### src/core/ssfi_pkg.sv
// Shared constants and types of the serial slave frame interface
package ssfi_pkg;

    localparam int unsigned FRAME_W   = 16;
    localparam int unsigned ADDR_W    = 3;
    localparam int unsigned DATA_W    = 12;
    localparam int unsigned REG_COUNT = 8;
    localparam int unsigned BIT_CNT_W = 3;

    // Field positions of request and response frames
    localparam int unsigned RW_BIT          = 15;
    localparam int unsigned PARITY_FLAG_BIT = 15;
    localparam int unsigned ADDR_HI         = 14;
    localparam int unsigned ADDR_LO         = 12;
    localparam int unsigned DATA_HI         = 11;
    localparam int unsigned DATA_LO         = 0;

    localparam logic [ADDR_W-1:0] CMD_ADDR             = 3'h0;
    localparam logic [DATA_W-1:0] NOP_CMD              = 12'h000;
    localparam logic [DATA_W-1:0] READ_DIAG_STATUS_CMD = 12'h5a1;
    localparam logic [DATA_W-1:0] REG_RESET            = 12'h000;
    localparam logic [BIT_CNT_W-1:0] BIT_CNT_RESET     = 3'h0;

    // Host-side timing figures, kept for reference by firmware models
    localparam int unsigned CLK_FREQ_KHZ        = 10000;
    localparam int unsigned OSC_TYP_KHZ         = 500;
    localparam int unsigned DIAG_CLEAR_READ_US  = 16;
    localparam int unsigned OC_CLEAR_GAP_US     = 12;
    localparam int unsigned DIAG_CLEAR_READ_CYC = (DIAG_CLEAR_READ_US * CLK_FREQ_KHZ + 999) / 1000;
    localparam int unsigned OC_CLEAR_GAP_CYC    = (OC_CLEAR_GAP_US * CLK_FREQ_KHZ + 999) / 1000;

    typedef enum logic {
        LINK_IDLE,
        LINK_FRAME
    } ssfi_link_state_t;

endpackage

### src/core/ssfi_buf2.sv
// Two-entry valid/ready buffer between frame capture and command execution
`timescale 1ns/100ps
`default_nettype none

module ssfi_buf2 #(
    parameter int unsigned WIDTH = 16
) (
    input  wire logic             i_clock,
    input  wire logic             i_rst,
    input  wire logic             i_in_valid,
    output logic                  o_in_ready,
    input  wire logic [WIDTH-1:0] i_in_data,
    output logic                  o_out_valid,
    input  wire logic             i_out_ready,
    output logic [WIDTH-1:0]      o_out_data
);

    logic [WIDTH-1:0] slot_reg [2];
    logic [WIDTH-1:0] slot_next [2];
    logic [1:0]       count_reg;
    logic [1:0]       count_next;
    logic             push;
    logic             pop;

    assign o_in_ready  = (count_reg != 2'h2);
    assign o_out_valid = (count_reg != 2'h0);
    assign o_out_data  = slot_reg[0];

    always_comb begin
        push       = i_in_valid && o_in_ready;
        pop        = o_out_valid && i_out_ready;
        slot_next  = slot_reg;
        count_next = count_reg;
        if (pop) begin
            slot_next[0] = slot_reg[1];
        end
        if (push) begin
            // Entry lands behind whatever stays after a pop
            if (count_reg == 2'h0 || (count_reg == 2'h1 && pop)) begin
                slot_next[0] = i_in_data;
            end else begin
                slot_next[1] = i_in_data;
            end
        end
        count_next = count_reg + {1'b0, push} - {1'b0, pop};
    end

    always_ff @(posedge i_clock) begin
        if (i_rst) begin
            count_reg   <= 2'h0;
            slot_reg[0] <= '0;
            slot_reg[1] <= '0;
        end else begin
            count_reg <= count_next;
            slot_reg  <= slot_next;
        end
    end

endmodule

`default_nettype wire

### src/core/ssfi_core.sv
// Serial slave frame interface: pin capture, framing, decode and response
`timescale 1ns/100ps
`default_nettype none

module ssfi_core (
    input  wire logic                                    i_clock,
    input  wire logic                                    i_rst,
    input  wire logic                                    i_cs_n,
    input  wire logic                                    i_sclk,
    input  wire logic                                    i_si,
    input  wire logic [ssfi_pkg::DATA_W-1:0]             i_diag_status,
    input  wire logic                                    i_exec_hold,
    output logic                                         o_so,
    output logic                                         o_so_oe,
    output logic [ssfi_pkg::REG_COUNT*ssfi_pkg::DATA_W-1:0] o_reg_flat,
    output logic                                         o_wr_strobe,
    output logic [ssfi_pkg::ADDR_W-1:0]                  o_wr_addr,
    output logic                                         o_comm_error
);

    localparam int unsigned FW = ssfi_pkg::FRAME_W;
    localparam int unsigned AW = ssfi_pkg::ADDR_W;
    localparam int unsigned DW = ssfi_pkg::DATA_W;

    // Pin synchronisers: stage 0 is read only by stage 1
    logic [1:0] cs_sync_reg,   cs_sync_next;
    logic [1:0] sclk_sync_reg, sclk_sync_next;
    logic [1:0] si_sync_reg,   si_sync_next;
    logic       cs_prev_reg,   cs_prev_next;
    logic       sclk_prev_reg, sclk_prev_next;
    ssfi_pkg::ssfi_link_state_t state_reg, state_next;
    logic [FW-1:0]                   shift_reg, shift_next;
    logic                            si_lat_reg, si_lat_next;
    logic [ssfi_pkg::BIT_CNT_W-1:0]  cnt_reg, cnt_next;
    logic                            any_reg, any_next;
    logic                            so_reg, so_next;
    logic                            oe_reg, oe_next;

    logic          cs_fall, cs_rise, sclk_fall, sclk_rise;
    logic          frame_ok, frame_err;
    logic [FW-1:0] rx_word, tx_word;
    logic [FW-2:0] tx_payload;
    logic          buf_in_valid, buf_in_ready;
    logic          buf_out_valid, buf_out_ready;
    logic [FW-1:0] buf_out_data;
    logic          exec_fire;
    logic [DW-1:0] regs_reg [ssfi_pkg::REG_COUNT];
    logic [DW-1:0] regs_next [ssfi_pkg::REG_COUNT];
    logic [AW-1:0] resp_addr_reg, resp_addr_next;
    logic [DW-1:0] resp_data_reg, resp_data_next;
    logic          diag_sel_reg, diag_sel_next;
    logic          err_reg, err_next;
    logic          wr_reg, wr_next;
    logic [AW-1:0] wr_addr_reg, wr_addr_next;
    logic          cmd_err, err_clear;
    logic [AW-1:0] x_addr;
    logic [DW-1:0] x_data;

    // Edge detection after two-stage sync on the core clock
    assign cs_fall   = cs_prev_reg && !cs_sync_reg[1];
    assign cs_rise   = !cs_prev_reg && cs_sync_reg[1];
    assign sclk_fall = sclk_prev_reg && !sclk_sync_reg[1];
    assign sclk_rise = !sclk_prev_reg && sclk_sync_reg[1];

    // Short diagnosis is taken live at load so it reflects current state
    assign tx_payload = diag_sel_reg ? {ssfi_pkg::CMD_ADDR, i_diag_status}
                                     : {resp_addr_reg, resp_data_reg};
    assign tx_word    = {^tx_payload, tx_payload};
    assign rx_word    = {shift_reg[FW-2:0], si_lat_reg};
    assign frame_ok   = any_reg && (cnt_reg == ssfi_pkg::BIT_CNT_RESET);

    always_comb begin
        cs_sync_next   = {cs_sync_reg[0], i_cs_n};
        sclk_sync_next = {sclk_sync_reg[0], i_sclk};
        si_sync_next   = {si_sync_reg[0], i_si};
        cs_prev_next   = cs_sync_reg[1];
        sclk_prev_next = sclk_sync_reg[1];
    end

    always_ff @(posedge i_clock) begin
        if (i_rst) begin
            cs_sync_reg   <= 2'h3;
            sclk_sync_reg <= 2'h0;
            si_sync_reg   <= 2'h0;
            cs_prev_reg   <= 1'b1;
            sclk_prev_reg <= 1'b0;
        end else begin
            cs_sync_reg   <= cs_sync_next;
            sclk_sync_reg <= sclk_sync_next;
            si_sync_reg   <= si_sync_next;
            cs_prev_reg   <= cs_prev_next;
            sclk_prev_reg <= sclk_prev_next;
        end
    end

    // Frame engine: one shifter serves as a chain stage
    always_comb begin
        state_next   = state_reg;
        shift_next   = shift_reg;
        si_lat_next  = si_lat_reg;
        cnt_next     = cnt_reg;
        any_next     = any_reg;
        so_next      = so_reg;
        oe_next      = oe_reg;
        buf_in_valid = 1'b0;
        frame_err    = 1'b0;
        case (state_reg)
            ssfi_pkg::LINK_IDLE: begin
                oe_next = 1'b0;
                if (cs_fall) begin
                    shift_next = tx_word;
                    so_next    = tx_word[FW-1];
                    oe_next    = 1'b1;
                    cnt_next   = ssfi_pkg::BIT_CNT_RESET;
                    any_next   = 1'b0;
                    state_next = ssfi_pkg::LINK_FRAME;
                end
            end
            ssfi_pkg::LINK_FRAME: begin
                if (cs_rise) begin
                    oe_next    = 1'b0;
                    state_next = ssfi_pkg::LINK_IDLE;
                    // A full buffer also loses the frame, so it counts as an error
                    if (frame_ok && buf_in_ready) begin
                        buf_in_valid = 1'b1;
                    end else begin
                        frame_err = 1'b1;
                    end
                end else if (sclk_fall) begin
                    si_lat_next = si_sync_reg[1];
                    cnt_next    = cnt_reg + 3'h1;
                    any_next    = 1'b1;
                end else if (sclk_rise) begin
                    shift_next = {shift_reg[FW-2:0], si_lat_reg};
                    so_next    = shift_reg[FW-2];
                end
            end
            default: begin
                state_next = ssfi_pkg::LINK_IDLE;
                oe_next    = 1'b0;
            end
        endcase
    end

    always_ff @(posedge i_clock) begin
        if (i_rst) begin
            state_reg  <= ssfi_pkg::LINK_IDLE;
            shift_reg  <= '0;
            si_lat_reg <= 1'b0;
            cnt_reg    <= ssfi_pkg::BIT_CNT_RESET;
            any_reg    <= 1'b0;
            so_reg     <= 1'b0;
            oe_reg     <= 1'b0;
        end else begin
            state_reg  <= state_next;
            shift_reg  <= shift_next;
            si_lat_reg <= si_lat_next;
            cnt_reg    <= cnt_next;
            any_reg    <= any_next;
            so_reg     <= so_next;
            oe_reg     <= oe_next;
        end
    end

    ssfi_buf2 #(
        .WIDTH (FW)
    ) u_frame_buf (
        .i_clock     (i_clock),
        .i_rst       (i_rst),
        .i_in_valid  (buf_in_valid),
        .o_in_ready  (buf_in_ready),
        .i_in_data   (rx_word),
        .o_out_valid (buf_out_valid),
        .i_out_ready (buf_out_ready),
        .o_out_data  (buf_out_data)
    );

    assign buf_out_ready = !i_exec_hold;
    assign exec_fire     = buf_out_valid && buf_out_ready;
    assign x_addr        = buf_out_data[ssfi_pkg::ADDR_HI:ssfi_pkg::ADDR_LO];
    assign x_data        = buf_out_data[ssfi_pkg::DATA_HI:ssfi_pkg::DATA_LO];

    // Command executor; its answer is what the next frame carries out
    always_comb begin
        regs_next      = regs_reg;
        resp_addr_next = resp_addr_reg;
        resp_data_next = resp_data_reg;
        diag_sel_next  = diag_sel_reg;
        wr_next        = 1'b0;
        wr_addr_next   = wr_addr_reg;
        cmd_err        = 1'b0;
        err_clear      = 1'b0;
        if (exec_fire) begin
            diag_sel_next = 1'b1;
            if (buf_out_data[ssfi_pkg::RW_BIT]) begin
                if (x_addr == ssfi_pkg::CMD_ADDR) begin
                    if (x_data == ssfi_pkg::READ_DIAG_STATUS_CMD) begin
                        diag_sel_next  = 1'b0;
                        resp_addr_next = ssfi_pkg::CMD_ADDR;
                        resp_data_next = {err_reg, i_diag_status[DW-2:0]};
                        err_clear      = 1'b1;
                    end else if (x_data != ssfi_pkg::NOP_CMD) begin
                        // Compact commands are not decoded here: flagged as unknown
                        cmd_err = 1'b1;
                    end
                end else begin
                    regs_next[x_addr] = x_data;
                    wr_next           = 1'b1;
                    wr_addr_next      = x_addr;
                end
            end else if (x_addr != ssfi_pkg::CMD_ADDR) begin
                diag_sel_next  = 1'b0;
                resp_addr_next = x_addr;
                resp_data_next = regs_reg[x_addr];
            end
        end
        // Set wins over clear
        err_next = (err_reg && !err_clear) || frame_err || cmd_err;
    end

    always_ff @(posedge i_clock) begin
        if (i_rst) begin
            for (int i = 0; i < ssfi_pkg::REG_COUNT; i++) begin
                regs_reg[i] <= ssfi_pkg::REG_RESET;
            end
            resp_addr_reg <= ssfi_pkg::CMD_ADDR;
            resp_data_reg <= ssfi_pkg::REG_RESET;
            diag_sel_reg  <= 1'b1;
            err_reg       <= 1'b0;
            wr_reg        <= 1'b0;
            wr_addr_reg   <= ssfi_pkg::CMD_ADDR;
        end else begin
            regs_reg      <= regs_next;
            resp_addr_reg <= resp_addr_next;
            resp_data_reg <= resp_data_next;
            diag_sel_reg  <= diag_sel_next;
            err_reg       <= err_next;
            wr_reg        <= wr_next;
            wr_addr_reg   <= wr_addr_next;
        end
    end

    for (genvar g = 0; g < ssfi_pkg::REG_COUNT; g++) begin : g_reg_out
        assign o_reg_flat[g*DW +: DW] = regs_reg[g];
    end

    assign o_so         = so_reg;
    assign o_so_oe      = oe_reg;
    assign o_wr_strobe  = wr_reg;
    assign o_wr_addr    = wr_addr_reg;
    assign o_comm_error = err_reg;

    property p_idle_tristate;
        @(posedge i_clock) disable iff (i_rst)
        (state_reg == ssfi_pkg::LINK_IDLE) && !cs_fall |=> !o_so_oe;
    endproperty
    a_idle_tristate: assert property (p_idle_tristate)
        else $error("Serial output driven outside a frame");
    property p_load_parity;
        @(posedge i_clock) disable iff (i_rst)
        (state_reg == ssfi_pkg::LINK_IDLE) && cs_fall
            |=> o_so_oe && (o_so == ^$past(tx_payload)) && (shift_reg == $past(tx_word));
    endproperty
    a_load_parity: assert property (p_load_parity)
        else $error("Frame start did not load response with parity");
    property p_bad_count;
        @(posedge i_clock) disable iff (i_rst)
        (state_reg == ssfi_pkg::LINK_FRAME) && cs_rise && !frame_ok
            |=> o_comm_error && !buf_out_valid [*1];
    endproperty
    a_bad_count: assert property (p_bad_count)
        else $error("Frame with bad bit count was not rejected");
    property p_rise_shift;
        @(posedge i_clock) disable iff (i_rst)
        (state_reg == ssfi_pkg::LINK_FRAME) && !cs_rise && !sclk_fall && sclk_rise
            |=> o_so == $past(shift_reg[FW-2]);
    endproperty
    a_rise_shift: assert property (p_rise_shift)
        else $error("Output bit did not advance on serial clock rise");
    property p_good_exec;
        @(posedge i_clock) disable iff (i_rst)
        (state_reg == ssfi_pkg::LINK_FRAME) && cs_rise && frame_ok && buf_in_ready
            && !buf_out_valid ##1 !i_exec_hold |-> exec_fire;
    endproperty
    a_good_exec: assert property (p_good_exec)
        else $error("Accepted frame was not executed");
    property p_write;
        @(posedge i_clock) disable iff (i_rst)
        exec_fire && buf_out_data[ssfi_pkg::RW_BIT] && (x_addr != ssfi_pkg::CMD_ADDR)
            |=> o_wr_strobe && (o_wr_addr == $past(x_addr))
                && (o_reg_flat[o_wr_addr*DW +: DW] == $past(x_data));
    endproperty
    a_write: assert property (p_write)
        else $error("Write did not update addressed register");
    property p_read;
        @(posedge i_clock) disable iff (i_rst)
        exec_fire && !buf_out_data[ssfi_pkg::RW_BIT] && (x_addr != ssfi_pkg::CMD_ADDR)
            |=> !diag_sel_reg && (tx_payload[FW-2:DW] == $past(x_addr));
    endproperty
    a_read: assert property (p_read)
        else $error("Read response does not echo address");
    property p_reset_diag;
        @(posedge i_clock) disable iff (i_rst)
        $past(i_rst) |-> diag_sel_reg && !o_so_oe && !o_comm_error;
    endproperty
    a_reset_diag: assert property (p_reset_diag)
        else $error("First response after reset is not short diagnosis");

endmodule

`default_nettype wire

### config.mk
export PLATFORM = sky130hd
export DESIGN_NAME = ssfi_core
export DESIGN_NICKNAME = d
export VERILOG_FILES = /design/src/core/ssfi_pkg.sv /design/src/core/ssfi_buf2.sv /design/src/core/ssfi_core.sv
export SDC_FILE = /design/constraint.sdc
export NUM_CORES = 1
export LEC_CHECK = 0
export BUFFER_PORTS_ARGS = -buffer_cell sky130_fd_sc_hd__clkbuf_2
export CAP_MARGIN = 20
export CORE_ASPECT_RATIO = 1.1
export CORE_MARGIN = 2
export CORE_UTILIZATION = 61
export DETAILED_ROUTE_END_ITERATION = 8
export PLACE_DENSITY_LB_ADDON = 0.08
export SLEW_MARGIN = 5
export SYNTH_ARGS = -nofsm -noshare
export SYNTH_HDL_FRONTEND = slang
export SYNTH_SLANG_ARGS = --single-unit
export TNS_END_PERCENT = 30
### constraint.sdc
create_clock -name i_clock -period 3.6 [get_ports i_clock]
set_input_delay 0.18 -clock i_clock [delete_from_list [all_inputs] [get_ports i_clock]]
set_output_delay 0.18 -clock i_clock [all_outputs]
set_load 0.05 [all_outputs]
# Word-level counts from Yosys, hierarchy flattened
# Index checks and enable logic that the tools add are counted.
# totals
reg_bits,182
output_inout_bits,103
wordCells,149
# classes
n_addsub,3
magnitude_cmp,2
eq_ne,11
muxes,62
bitwise,7
n_reduce_logical,35
# ops
cell,n
bitwise mux 96 bit,1
two-way mux 12 bit,7
two-way mux 15 bit,5
two-way mux 16 bit,3
binary-select mux 12 bit (select 3 bit),1
demux 12 bit (select 3 bit),1
two-way mux 32 bit,1
two-way mux 1 bit,30
case mux 15 bit (2 select lines),1
two-way mux 3 bit,7
XOR reduction 15 bit,1
"== test 12 x 11 -> 1 bit, second input constant",1
"inequality test 2 bit, second input constant",6
nonzero test 12 bit,1
logical AND 1 bit,11
AND reduction 3 bit,3
case mux 1 bit (2 select lines),4
AND reduction 4 bit,2
logical NOT 1 bit,6
logical NOT 3 bit,2
"inequality test 2 x 1 -> 1 bit, second input constant",3
inverter 1 bit,6
case mux 3 bit (2 select lines),1
"greater-or-equal comparator 4 bit, second input constant",1
12 further kinds,15

# Longest topological paths before layout
# depth
word_depth,9
mapped_depth,9
depth_no_buf,8

# By module
# Synthesis repeated with hierarchy kept, for this count alone.
# unflattened
cells_unflattened,964
area_unflattened_um2,8533.2
# by_module_without_submodules
module,n_inst,cells_each,area_per_inst_um2,seq_area_each_um2
ssfi_core,1,780,6872.8,2962.8
ssfi_buf2,1,184,1660.3,680.7

# Worst setup path before layout
# OpenSTA, ideal clock, no wires.
# synth_timing
path_type,reg2reg
startpoint,register u_frame_buf.count_reg[0]
endpoint,register u_frame_buf.count_reg[1]
arrival_time_ns,1.571
required_time_ns,3.472
setup_slack_ns,1.902
path_stages_with_launch,10
period_less_slack_ns,1.698
cell_sequence,dfxtp_1 > o21bai_4 > inv_2 > buf_2 > ha_1 > inv_1 > ha_1 > xor2_1 > xnor2_1 > nor2_1
# synth_between
elab_cells_between_ends,10
cone_classes,2 x add/sub; 1 x eq/ne; 3 x mux; 4 x reduce/logical
# synth_lines
element,line,source
from (decl),ssfi_buf2.sv:20,logic [1:0] count_reg;
from (signal assigned),ssfi_buf2.sv:54,count_reg <= count_next;
nonzero test 2 bit,ssfi_buf2.sv:26,assign o_out_valid = (count_reg != 2'h0);
logical AND 1 bit,-,
named net exec_fire,ssfi_core.sv:46,logic exec_fire;
subtractor 2 x 1 -> 2 bit,ssfi_buf2.sv:45,"count_next = count_reg + {1'b0, push} - {1'b0, pop};"
# The timed path passes the listed nets, and every way through them passes these cells.
# A chain may end at the register's enable or synchronous reset.

# Final worst setup path
# layout_timing
startpoint,"register u_frame_buf.slot_reg, in the netlist u_frame_buf.o_out_data[7]"
endpoint,register diag_sel_reg
# layout_between
elab_chain_cells,4
# layout_rtl
element,line,source
from (decl),ssfi_buf2.sv:18,logic [WIDTH-1:0] slot_reg [2];
from (signal assigned),ssfi_buf2.sv:55,slot_reg <= slot_next;
== test 12 x 11 -> 1 bit,ssfi_core.sv:197,if (x_data == ssfi_pkg::READ_DIAG_STATUS_CMD) begin
two-way mux 1 bit,ssfi_core.sv:197,
two-way mux 1 bit,ssfi_core.sv:196,if (x_addr == ssfi_pkg::CMD_ADDR) begin
two-way mux 1 bit,ssfi_core.sv:195,if (buf_out_data[ssfi_pkg::RW_BIT]) begin
to (signal assigned),ssfi_core.sv:236,diag_sel_reg <= diag_sel_next;
to (decl),ssfi_core.sv:51,"logic diag_sel_reg, diag_sel_next;"
# No other way between the ends.

==> results.md <==
- Outcome: finished clean
- Chip Height: 125 um
- Max reg flops: 96
- Critical Path AT: 2.69 ns
- Peak VDD IR: 0.312 mV
- Fmax: 420 MHz
- Num CTS Buffers: 17
- CTS Sinks: 182
- Final setup fails: 0
- Htree depth: 4
- WS Path Type: reg2reg
- EDFF count, synth: 0
- Layout cells sized above 1: 0.225
- Hold crit path type: in2reg
- Detailed placement HPWL: 14500 um
- Worst EP required: 3.92 ns
- Final Instance Area: 0.00940 mm^2
- Num rows: 44
- Max cap viols: 0
- Post-synth top flop: dfxtp_1
- Warning count from the yosys run: 0
- Antenna violations before repair: 0
- Area Growth Syn to Fin: 15.1%
- N_diodes: 0
- First-pass GRT wire length: 34200 um
- Clk Latency, worst-skew pair: 0.43 ns
- TritonRoute pass-1 iters: 7
- Power Density: 455 mW/mm^2
- Die width: 114 um
- Crit path max fanout: 15
- Detailed Route WL: 21700 um
- Vias/cell: 5.95
- Iteration-0 DRC Markers: 553
- Async S/R FF share, synth: 0
- DR WL/cell: 19.9 um
- Min Tclk post-route: 2.38 ns
- Netlist cell types: 49
- Max Slew Vio Count: 0
- Die area: 0.0143 mm^2
- TritonCTS clock tree: yes
- Via count: 6481
- Fill count: 1031
- Drc violations: 0
- Synthesized area: 0.00817 mm^2
- Syn_nets: 858
- Reg2Reg Setup Slack: 1.22 ns
- Slew @ Worst Pin: 1.11 ns
- IO buf count: 120
- Final #Nets: 939
- Largest net degree at the start of global routing: 78
- Avg Inst Size Synth: 9.77 um^2
- RSZ-0062 raised after global routing: no
- Cells after Synth: 836
- Most common cell after layout, fill and taps aside: dfxtp_1
- Clk buf depth: 2
- Placed Area: 0.00870 mm^2
- Most frequent cells in the layout: 181 x dfxtp_1, 147 x nor2_1, 140 x mux2i_1, 119 x clkbuf_2, 71 x nand2_1
- Final period util: 0.661
- Max transition margin: 0.258
- Utilization after layout: 0.715
- GRT Residual Overflow: 0
- Vias in the first global route: 6292
- Lkg Pwr: 4.46 nW
- I/O pin count: 121
- Post-route ant nets: 0
- CP Launch Type: register
- Total GRT Usage: 0.311
- Fin. Hold Viols: 0
- Register area share after synthesis: 0.446
- Clk slew on worst S/H paths: 0.06 ns
- Setup_tns: 0 ns
- GPL Wtd Cong: 0.875
- Crit path capture type: register
- Synth Register Bits: 182
- Core area: 0.0132 mm^2
- Starting density of the core: 0.621
- CTS Root Cell: clkbuf_16
- Clock Skew: 0.00631 ns
## power breakdown
part | internal (mW) | leakage, nW | total, mW | switching (mW)
Combinational | 0.0741 | 2.69 | 0.216 | 0.142
Clock | 1.25 | 0.305 | 2.02 | 0.774
Sequential | 2.03 | 1.47 | 2.04 | 0.0154
## repair_timing
item,in CTS,in global routing
setup endpoints to repair,0,0
hold buffers,3,0
setup buffers,0,0
gates resized for setup,0,0
hold endpoints to repair,3,0
## cells by family (layout without fill, tap and decap cells)
| family | Yosys count | after routing | share of synthesized area |
|---|---|---|---|
| muxes | 164 | 164 | 0.238 |
| and+or+nand+nor | 289 | 289 | 0.162 |
| xor gates and xnor gates | 18 | 18 | 0.0244 |
| AOI/OAI and AO/OA | 97 | 97 | 0.0723 |
| adders and majority gates | 4 | 4 | 0.00613 |
| DFF | 182 | 182 | 0.446 |
| buffers and inverters | 82 | 175 | 0.0512 |
## worst paths after layout
kind                                           startpoint          endpoint  cells past startpoint
worst max register to register  u_frame_buf.o_out_data[7]      diag_sel_reg                      5
worst max-delay path            u_frame_buf.o_out_data[7]      diag_sel_reg                      5
worst min-delay path                     i_diag_status[1]  resp_data_reg[1]                      5
worst min register to register             cs_sync_reg[0]    cs_sync_reg[1]                      1
## synthesized netlist by cell type, types with 3 or more instances
library cell  instances  area share
nor2b_1              19       0.015
nand3_1              12      0.0074
dfxtp_1             182        0.45
nand2b_1              3      0.0023
nand3b_1              5      0.0046
buf_2                28       0.017
buf_1                 4      0.0018
a311oi_1             16       0.017
o21ai_0              32       0.020
xnor3_1               3      0.0083
mux2i_1             140        0.17
o21ai_1              10      0.0061
nand4b_1              3      0.0032
buf_6                 5      0.0069
and3_1                3      0.0023
buf_4                10      0.0092
a21oi_1              29       0.018
xor2_1                8      0.0086
mux4_2               24       0.066
nand2_1              71       0.033
ha_1                  4      0.0061
or2_2                 6      0.0046
nor3_1                6      0.0037
inv_1                 5      0.0023
nor2_1              147       0.068
xnor2_1               7      0.0075
clkbuf_1             29       0.013
## worst max-delay path, stage by stage, from the launching register on
cell	delay (ns)
dfxtp_1	0.71
and4_1	0.30
nand4_2	0.15
o21ai_2	0.67
a21oi_1	0.15
or2_2	0.29
## layout make-up
class	count	area (um^2)	area share
clock buffers	19	443	0.0471
clock inverters	12	200	0.0213
inverters	6	22.5	0.00240
multi-input cells	572	4110	0.437
flip-flops and latches	182	3640	0.388
well taps	161	201	0.0214
repair buffers	138	778	0.0828
## stage by stage
stage	hold WS [ns]	total power, mW	instances	worst slack, ns
floorplan	0.284	2.23	836	1.90
global placement	0.366	2.29	1055	1.28
detailed placement	0.376	2.30	1055	1.25
CTS	0.158	4.30	1089	1.21
global route	0.194	4.40	1090	1.02
finish	0.175	4.28	1090	1.22
## metal layers
| layer | share of wire | track usage | vias to the layer above | wire (um) |
|---|---|---|---|---|
| met1 | 0.43 | 0.429 | 3118 | 9280 |
| met4 | 0.041 | 0.151 | 0 | 893 |
| met2 | 0.45 | 0.461 | 279 | 9800 |
| li1 | - | - | 3031 | - |
| met5 | 0 | 0 | - | 0 |
| met3 | 0.078 | 0.0698 | 53 | 1700 |
(Power assumes the default switching activity.)
